===== src/rtl/pmwc_map.vh =====
`ifndef PMWC_MAP_VH
`define PMWC_MAP_VH
// Register byte addresses
`define PMWC_ADDR_VR 4'h0
`define PMWC_ADDR_PLL 4'h4
`define PMWC_ADDR_MODE 4'h8
`define PMWC_ADDR_CMD 4'hC
// Regulator control fields
`define PMWC_VR_REGULATOR_SWITCH_FIELD_LO 0
`define PMWC_VR_REGULATOR_SWITCH_FIELD_HI 1
`define PMWC_VR_VLEV_LO 4
`define PMWC_VR_VLEV_HI 7
`define PMWC_VR_WAKE_RTC 8
`define PMWC_VR_WAKE_ETH 9
`define PMWC_VR_WAKE_CAN 10
`define PMWC_VR_WAKE_PHY 11
`define PMWC_VR_WAKE_RST 12
`define PMWC_VR_CKE_LOW 13
`define PMWC_VR_BUFFERED_CLOCK_OUT_OFF 14
`define PMWC_VR_RESET 15'h0B01
`define PMWC_REGULATOR_SWITCH_FIELD_OFF 2'h0
`define PMWC_REGULATOR_SWITCH_FIELD_WAKE 2'h1
`define PMWC_SYNC_IDLE 5'h12
`define PMWC_VLEV_STEP_MV 50
// PLL control fields
`define PMWC_PLL_MSEL_LO 1
`define PMWC_PLL_MSEL_HI 6
`define PMWC_PLL_DF 0
`define PMWC_PLL_BYPASS 8
`define PMWC_PLL_RESET 9'h014
`define PMWC_PLL_KEY 16'hA5C3
`define PMWC_MSEL_DEFAULT 6'h0A
// Command register bits
`define PMWC_CMD_DEEP 0
`define PMWC_CMD_ACTIVE 1
`define PMWC_CMD_FULL 2
// Mode codes
`define PMWC_M_FULL 3'h0
`define PMWC_M_ACTIVE 3'h1
`define PMWC_M_DEEP 3'h2
`define PMWC_M_HIB 3'h3
`define PMWC_M_BOOT 3'h4
`define PMWC_BOOT_CYCLES 8'h10
`endif


===== src/rtl/pmwc_ctrl.v =====
// The implementer's own choices: the register offsets and the Wishbone slave port.
`timescale 1ns/1ps
`include "pmwc_map.vh"

module pmwc_ctrl (
	// Clock and reset
	input wire clock_in,
	input wire rst_in,
	// Wishbone slave
	input wire wb_cyc_in,
	input wire wb_stb_in,
	input wire wb_we_in,
	input wire [3:0] wb_adr_in,
	input wire [3:0] wb_sel_in,
	input wire [31:0] wb_dat_in,
	output reg [31:0] wb_dat_out,
	output wire wb_ack_out,
	// Wake sources (asynchronous)
	input wire rtc_irq_in,
	input wire reset_pin_n_in,
	input wire eth_wake_in,
	input wire can_wake_in,
	input wire phy_wake_pin_in,
	// Power and clock control
	output reg core_clock_en_out,
	output reg sys_clock_en_out,
	output reg regulator_on_out,
	output reg [3:0] vlevel_out,
	output reg pll_bypass_out,
	output reg [5:0] pll_msel_out,
	output reg pll_half_out,
	output reg async_access_block_out,
	output reg pins_hiz_out,
	output reg sdram_cke_hold_low_out,
	output reg boot_start_out,
	output reg logic_reset_out,
	output wire buffered_clock_out
);

	reg [2:0] mode;
	reg [2:0] next_mode;
	reg [14:0] regulator_control_reg;
	reg [8:0] pll_control_reg;
	reg [7:0] boot_cnt;
	reg pll_unlocked;
	reg ack;
	reg [4:0] sync1;
	reg [4:0] sync2;
	reg rtc_q;

	wire [4:0] async_raw;
	wire [4:0] sync_idle = `PMWC_SYNC_IDLE;
	wire rtc_s = sync2[0];
	wire rst_s = ~sync2[1];
	wire eth_s = sync2[2];
	wire can_s = sync2[3];
	wire phy_s = ~sync2[4];
	wire rtc_rise = rtc_s & ~rtc_q;

	assign async_raw = {phy_wake_pin_in, can_wake_in, eth_wake_in, reset_pin_n_in, rtc_irq_in};

	////////////////////////////////////////////////////////////////
	// Input synchronisers, two stages per pin; active-low pins rest high
	genvar gi;
	generate
		for (gi = 0; gi < 5; gi = gi + 1) begin : g_sync
			always @(posedge clock_in) begin
				if (rst_in) begin
					sync1[gi] <= sync_idle[gi];
					sync2[gi] <= sync_idle[gi];
				end else begin
					sync1[gi] <= async_raw[gi];
					sync2[gi] <= sync1[gi];
				end
			end
		end
	endgenerate

	// Deep-sleep exit uses the RTC edge, so a held level wakes only once
	always @(posedge clock_in) begin
		if (rst_in)
			rtc_q <= 1'b0;
		else
			rtc_q <= rtc_s;
	end

	////////////////////////////////////////////////////////////////
	// Wishbone
	wire wb_req = wb_cyc_in & wb_stb_in & ~ack;
	wire wb_wr = wb_req & wb_we_in;
	assign wb_ack_out = ack;

	always @(posedge clock_in) begin
		if (rst_in)
			ack <= 1'b0;
		else
			ack <= wb_req;
	end

	// Gate the hibernate wake conditions with their enable bits
	wire hib_wake_rst = rst_s & regulator_control_reg[`PMWC_VR_WAKE_RST];
	wire hib_wake_rtc = rtc_s & regulator_control_reg[`PMWC_VR_WAKE_RTC];
	wire hib_wake_eth = eth_s & regulator_control_reg[`PMWC_VR_WAKE_ETH];
	wire hib_wake_can = can_s & regulator_control_reg[`PMWC_VR_WAKE_CAN];
	wire hib_wake_phy = phy_s & regulator_control_reg[`PMWC_VR_WAKE_PHY];
	wire hib_wake = hib_wake_rst | hib_wake_rtc | hib_wake_eth | hib_wake_can | hib_wake_phy;

	wire vr_write = wb_wr & (wb_adr_in == `PMWC_ADDR_VR) & (mode != `PMWC_M_HIB);
	wire pll_write = wb_wr & (wb_adr_in == `PMWC_ADDR_PLL) & (mode != `PMWC_M_HIB);
	wire cmd_write = wb_wr & (wb_adr_in == `PMWC_ADDR_CMD) & wb_sel_in[0];
	wire regulator_switch_field_off = vr_write & wb_sel_in[0] &
		(wb_dat_in[`PMWC_VR_REGULATOR_SWITCH_FIELD_HI:`PMWC_VR_REGULATOR_SWITCH_FIELD_LO] == `PMWC_REGULATOR_SWITCH_FIELD_OFF);

	////////////////////////////////////////////////////////////////
	// Regulator control register, kept across hibernate
	always @(posedge clock_in) begin
		if (rst_in) begin
			regulator_control_reg <= `PMWC_VR_RESET;
		end else if (vr_write) begin
			if (wb_sel_in[0])
				regulator_control_reg[7:0] <= wb_dat_in[7:0];
			if (wb_sel_in[1])
				regulator_control_reg[14:8] <= wb_dat_in[14:8];
		end else if (mode == `PMWC_M_HIB && hib_wake) begin
			// Regulator back on at the lowest nonzero setting
			regulator_control_reg[`PMWC_VR_REGULATOR_SWITCH_FIELD_HI:`PMWC_VR_REGULATOR_SWITCH_FIELD_LO] <= `PMWC_REGULATOR_SWITCH_FIELD_WAKE;
		end
	end

	////////////////////////////////////////////////////////////////
	// PLL control: writes take effect only after the key word
	always @(posedge clock_in) begin
		if (rst_in || logic_reset_out) begin
			pll_control_reg <= `PMWC_PLL_RESET;
			pll_unlocked <= 1'b0;
		end else if (pll_write && (&wb_sel_in[1:0])) begin
			if (pll_unlocked) begin
				pll_control_reg <= wb_dat_in[8:0];
				pll_unlocked <= 1'b0;
			end else begin
				pll_unlocked <= (wb_dat_in[15:0] == `PMWC_PLL_KEY);
			end
		end
	end

	////////////////////////////////////////////////////////////////
	// Mode sequencer
	always @* begin
		next_mode = mode;
		case (mode)
			`PMWC_M_FULL, `PMWC_M_ACTIVE: begin
				if (regulator_switch_field_off)
					next_mode = `PMWC_M_HIB;
				else if (cmd_write && wb_dat_in[`PMWC_CMD_DEEP])
					next_mode = `PMWC_M_DEEP;
				else if (cmd_write && wb_dat_in[`PMWC_CMD_ACTIVE])
					next_mode = `PMWC_M_ACTIVE;
				else if (cmd_write && wb_dat_in[`PMWC_CMD_FULL])
					next_mode = `PMWC_M_FULL;
			end
			`PMWC_M_DEEP: begin
				// Nothing else leaves deep sleep
				if (rst_s)
					next_mode = `PMWC_M_FULL;
				else if (rtc_rise)
					next_mode = `PMWC_M_ACTIVE;
			end
			`PMWC_M_HIB: begin
				if (hib_wake)
					next_mode = `PMWC_M_BOOT;
			end
			`PMWC_M_BOOT: begin
				if (boot_cnt == `PMWC_BOOT_CYCLES && !rst_s)
					next_mode = `PMWC_M_FULL;
			end
			default: next_mode = `PMWC_M_FULL;
		endcase
	end

	always @(posedge clock_in) begin
		if (rst_in) begin
			mode <= `PMWC_M_FULL;
			boot_cnt <= 8'h00;
		end else begin
			mode <= next_mode;
			if (mode == `PMWC_M_BOOT && boot_cnt != `PMWC_BOOT_CYCLES)
				boot_cnt <= boot_cnt + 8'h01;
			else if (mode != `PMWC_M_BOOT)
				boot_cnt <= 8'h00;
		end
	end

	////////////////////////////////////////////////////////////////
	// Output next values, taken from the mode about to be entered
	reg next_core_clock_en;
	reg next_sys_clock_en;
	reg next_regulator_on;
	reg next_pll_bypass;
	reg next_async_block;
	reg next_pins_hiz;
	reg next_cke_hold;
	reg next_boot_start;
	reg next_logic_reset;
	reg [31:0] next_rdat;
	wire next_clocks_on = (next_mode == `PMWC_M_FULL) || (next_mode == `PMWC_M_ACTIVE);
	wire next_unpowered = (next_mode == `PMWC_M_HIB) || (next_mode == `PMWC_M_BOOT);

	always @* begin
		next_core_clock_en = next_clocks_on;
		next_sys_clock_en = next_clocks_on;
		next_regulator_on = (next_mode != `PMWC_M_HIB);
		next_pll_bypass = (next_mode == `PMWC_M_ACTIVE) | pll_control_reg[`PMWC_PLL_BYPASS];
		next_async_block = (next_mode == `PMWC_M_DEEP);
		next_pins_hiz = (next_mode == `PMWC_M_HIB);
		next_cke_hold = regulator_control_reg[`PMWC_VR_CKE_LOW] & next_unpowered;
		next_boot_start = (mode == `PMWC_M_BOOT) && (next_mode == `PMWC_M_FULL);
		next_logic_reset = next_unpowered;
		next_rdat = wb_dat_out;
		if (wb_req && !wb_we_in) begin
			case (wb_adr_in)
				`PMWC_ADDR_VR: next_rdat = {17'h00000, regulator_control_reg};
				`PMWC_ADDR_PLL: next_rdat = {22'h000000, pll_unlocked, pll_control_reg};
				`PMWC_ADDR_MODE: next_rdat = {29'h00000000, mode};
				default: next_rdat = 32'h00000000;
			endcase
		end
	end

	////////////////////////////////////////////////////////////////
	// Output registers
	always @(posedge clock_in) begin
		if (rst_in) begin
			core_clock_en_out <= 1'b1;
			sys_clock_en_out <= 1'b1;
			regulator_on_out <= 1'b1;
			vlevel_out <= 4'h0;
			pll_bypass_out <= 1'b0;
			pll_msel_out <= `PMWC_MSEL_DEFAULT;
			pll_half_out <= 1'b0;
			async_access_block_out <= 1'b0;
			pins_hiz_out <= 1'b0;
			sdram_cke_hold_low_out <= 1'b0;
			boot_start_out <= 1'b0;
			logic_reset_out <= 1'b0;
			wb_dat_out <= 32'h00000000;
		end else begin
			core_clock_en_out <= next_core_clock_en;
			sys_clock_en_out <= next_sys_clock_en;
			regulator_on_out <= next_regulator_on;
			vlevel_out <= regulator_control_reg[`PMWC_VR_VLEV_HI:`PMWC_VR_VLEV_LO];
			pll_bypass_out <= next_pll_bypass;
			pll_msel_out <= pll_control_reg[`PMWC_PLL_MSEL_HI:`PMWC_PLL_MSEL_LO];
			pll_half_out <= pll_control_reg[`PMWC_PLL_DF];
			async_access_block_out <= next_async_block;
			pins_hiz_out <= next_pins_hiz;
			sdram_cke_hold_low_out <= next_cke_hold;
			boot_start_out <= next_boot_start;
			logic_reset_out <= next_logic_reset;
			wb_dat_out <= next_rdat;
		end
	end

	// Clock buffer gate; the enable is registered from the control bit and pins_hiz_out
	reg buffered_clock_out_en;
	always @(negedge clock_in) begin
		if (rst_in)
			buffered_clock_out_en <= 1'b1;
		else
			buffered_clock_out_en <= ~regulator_control_reg[`PMWC_VR_BUFFERED_CLOCK_OUT_OFF] & ~pins_hiz_out;
	end
	assign buffered_clock_out = clock_in & buffered_clock_out_en;

endmodule


===== config.mk =====
export PLATFORM = sky130hd
export DESIGN_NAME = pmwc_ctrl
export DESIGN_NICKNAME = d
export VERILOG_FILES = /design/src/rtl/pmwc_ctrl.v
export VERILOG_INCLUDE_DIRS = /design/src /design/src/rtl
export SDC_FILE = /design/constraint.sdc
export NUM_CORES = 1
export LEC_CHECK = 0
export ABC_CLOCK_PERIOD_IN_PS = 2290
export BUFFER_PORTS_ARGS = -buffer_cell sky130_fd_sc_hd__buf_4
export CAP_MARGIN = 25
export CORE_ASPECT_RATIO = 0.6
export CORE_MARGIN = 8
export CORE_UTILIZATION = 57
export CTS_BUF_LIST = sky130_fd_sc_hd__clkbuf_8
export CTS_CLUSTER_SIZE = 40
export DETAILED_ROUTE_END_ITERATION = 8
export PLACE_DENSITY = 0.87
export SLEW_MARGIN = 0
export SYNTH_ARGS = -nofsm -noshare
export SYNTH_HDL_FRONTEND = slang
export SYNTH_SLANG_ARGS = --single-unit

===== constraint.sdc =====
create_clock -name clock_in -period 2.29 [get_ports clock_in]
set_input_delay 0.1145 -clock clock_in [delete_from_list [all_inputs] [get_ports clock_in]]
set_output_delay 0.1145 -clock clock_in [all_outputs]
set_load 0.01 [all_outputs]

* Word level (Yosys, flattened, before mapping)
Index checks and enable logic that the tools add are counted.
** Storage, ports and cells
- Input port bits :: 50
- Register bits :: 100
- Output and inout bits :: 54
** Cells by class
- Add/subtract/negate cells :: 1
- Bitwise gates (word level) :: 31
- Equality and inequality tests :: 18
- Reduce and logical (&&, ||, !) cells :: 25
- Multiplexer cells :: 16
** Operators by type and width (number)
- 15-bit one-hot mux with 3 select lines :: 1
- 3-bit two-way mux :: 8
- 1-bit bitwise AND :: 20
- 16-bit == test (second input constant) :: 1
- 8-bit two-way mux :: 2
- 3-bit by 2-bit == test with 1-bit output (second input constant) :: 4
- 3-bit one-hot mux with 4 select lines :: 1
- 2-bit AND reduction :: 5
- 1-bit logical AND :: 9
- 8-bit by 1-bit adder with 8-bit output (second input constant) :: 1
- 4-bit == test (second input constant) :: 2
- 8-bit by 5-bit == test with 1-bit output (second input constant) :: 1
- 8-bit by 5-bit inequality test with 1-bit output (second input constant) :: 1
- 3-bit by 1-bit == test with 1-bit output (second input constant) :: 2
- 3-bit == test (second input constant) :: 2
- 3-bit zero test :: 2
- 2-bit two-way mux :: 3
- 3-bit by 2-bit inequality test with 1-bit output (second input constant) :: 2
- 1-bit inverter :: 6
- 1-bit OR :: 5
- 4-bit by 3-bit == test with 1-bit output (second input constant) :: 1
- 4-bit zero test :: 1
- 2-bit nonzero test :: 2
- 1-bit logical OR :: 3
- other kinds (6) :: 6

* Longest topological paths before layout
- Depth in word-level cells :: 14
- Gate-level depth with buffers :: 7
- Mapped depth without buffers :: 7

==> results.toml <==
[floorplan]
pin_count = 104
chipWidth_microns = 116.1
start_util = 0.5742
fp-row-count = 22
die_y_microns = 76.09
dieArea_sq_um = 8837
core_area_sq_um = 5973

[synthesis]
yosysSeqAreaShare = 0.4845
synth_top_area_share = 0.4845
synth_edf_count = 0
ys_seq_elements = 83
synthCells = 368
syn_area_sq_um = 3430
synth_flop_cell = "dfxtp_1"
synth-async-reset-ratio = 0
synth_area_leaders = "dfxtp_1 48%, mux2i_1 8.5%, nor2_1 4.8%, buf_4 4.2%, nand3_1 3.6%"
ys_warn_count = 0
avgSynthCellArea_sq_um = 9.319
synth.distinct_cells = 51
yosys.area.top_type = "dfxtp_1"
synth.most_common_cell = "dfxtp_1"
ys_top_cells_by_count = "83 x dfxtp_1, 44 x nor2_1, 29 x mux2i_1"

[setup_path]
reg2reg_depth = 5
critical_path.top_delay_family = "flip-flops"
cp-start-kind = "flip-flop"
worst-r2r-setup-slack_ps = 210
slowest_delay_ps = 290
cp_data_arrival_time_ps = 2180
path_max_fanout = 1
crit_path_top_delay_cell = "dfxtp_1"
path_cells = "and2_4, buf_6"
worstSetupPathDepth = 2
crit_required_ps = 2180
crit_type = "flip-flop to output pin"
crit_path_end_kind = "output pin"
crit_buf_inv = 1

[place]
pre_cts_ws_ps = 208.2
port_buffers = 68
hpwlAfterDp_mm = 6.135
gp_congestion = 0.9150
placed_cells = 505

[timing]
worstMarginPinSlew_ps = 657.6
slew_headroom = 0.5603
finalClockSkew_ps = 54.71
rsz0062_at_grt = "yes"
setup_viol = 2
drv_slew = 0
final-hold-violation-count = 0
timing.final.ws_setup_ps = -0.9273

[clock_tree]
post_cts_buffers = 0
cts_tree = "done"
clk_pin_slew_worst_paths_ps = 70
clk_latency_ps = 500

[global_routing]
grt_start_max_net_pins = 54
antenna_found_initial = 0
grt_pass1_vias = 2990
track_usage = 0.2032
grt_pass1_wl_mm = 14.28
grt_overflow = 0

[detailed_routing]
dr.max_layer_used = "met4"
avgRoutedWirePerCell_microns = 15.94
drt_iter0_drc = 278
viasPerCell = 5.317
vias = 2935
wl_met2_mm = 3.951
firstDrtPassIters = 6
drc_errors = 0
met1_length_mm = 3.793
antenna_left = 0
wl_met3_microns = 940
routed_wl_mm = 8.799

[finish]
fin_cells = 552
syn2layout_area_growth_pct = 29.44
fin_nets = 515
drive_gt1_frac = 0.2308
diodes = 0

[pwr]
p_comb_frac = 0.069
p_leak_uw = 0.001945
power_density_nw_per_um2 = 628.6
seqPwrFrac = 0.522
p_switching_uw = 660.3
peakVddDrop_mv = 0.3604
p_int_uw = 2130
p_sw_frac = 0.2366
clkPwrFrac = 0.409

[hold_path]
hp-class = "primary input to flip-flop"
hold_depth = 3

[run]
maxCapViolations = 0

[outcome]
violations = "negative setup slack"
status = "finished, violations left"
## cell type report
class                           instances  area (sq um)
Sequential cell                        83          1662
Multi-Input combinational cell        255          1583
Fill cell                             415          1534
Timing Repair Buffer                  100         820.8
Clock buffer                           14         190.2
Tap cell                               84         105.1
Clock inverter                          7         45.04
Inverter                                9         33.78
## cells in the final DEF (no fill, tap or decap), drive strengths merged, types with 10 or more instances in the layout
cell,netlist,layout
a21oi,18,18
buf,23,73
clkbuf,13,13
conb,1,17
dfxtp,83,83
dlygate4sd3,0,28
inv,10,10
mux2i,29,29
nand2,27,27
nand3,25,25
nor2,44,44
nor2b,17,17
## metrics by stage
| stage | cell area (sq um) | power [uW] | hold WS [ps] | utilization | TNS, ps |
|---|---|---|---|---|---|
| 2_1_floorplan | 3490 | 1621 | 218.3 | - | 0 |
| 3_3_place_gp | 3933 | 1696 | 304.1 | 0.6584 | 0 |
| 3_5_place_dp | 3933 | 1700 | 308.9 | 0.6584 | 0 |
| 4_1_cts | 4437 | 2792 | 0.08066 | 0.7428 | -19.04 |
| 5_1_grt | 4439 | 2900 | 29.05 | 0.7432 | -39.52 |
| 6_report | 4439 | 2790 | 15.55 | 0.7432 | -0.9273 |
## worst paths after layout
path                                                        from                                     end
worst max-delay path            buffered_clock_out_en$_SDFF_NP1_                      buffered_clock_out
worst min-delay path                                wb_sel_in[1]   regulator_control_reg[8]$_SDFFE_PP1P_
worst max register to register             wb_ack_out$_SDFF_PP0_  regulator_control_reg[10]$_SDFFE_PP0P_
worst min register to register               sync1[4]$_SDFF_PP1_                     sync2[4]$_SDFF_PP1_
## power groups by stage
stage	combinational (uW)	clock (uW)	sequential (uW)
after floorplan	101	29.1	1490
after detailed placement	155	54.0	1490
final	192	1140	1460
after global routing	205	1240	1460
after global placement	152	54.0	1490
after CTS	187	1150	1460
## worst min-delay path: stages
cell	delay [ps]
buf_4	140
nand3_1	90
nand3_1	90
## what timing repair did
| item | in CTS | in global routing |
|---|---|---|
| endpoints found under the hold margin | 28 | 0 |
| gates cloned | 0 | 0 |
| pin swaps | 0 | 0 |
| resized for setup | 1 | 1 |
| setup endpoints to repair | 2 | 2 |
| hold buffers | 28 | 0 |
## kinds of logic after synthesis
family,after synthesis,share of synthesized area
other,1,0.001093
adders and majority gates,2,0.007295
and+or+nand+nor,161,0.2539
buffers and inverters,46,0.07224
DFF,83,0.4845
xor gates and xnor gates,7,0.01788
AOI/OAI and AO/OA,39,0.07844
muxes,29,0.08464
## routing by layer
metal,vias to the layer above,GRT usage
li1,1407,-
met1,1371,0.2537
met2,143,0.3126
met3,14,0.07120
met4,0,0.07851
met5,-,0
Power figures use the tool's default switching activity.
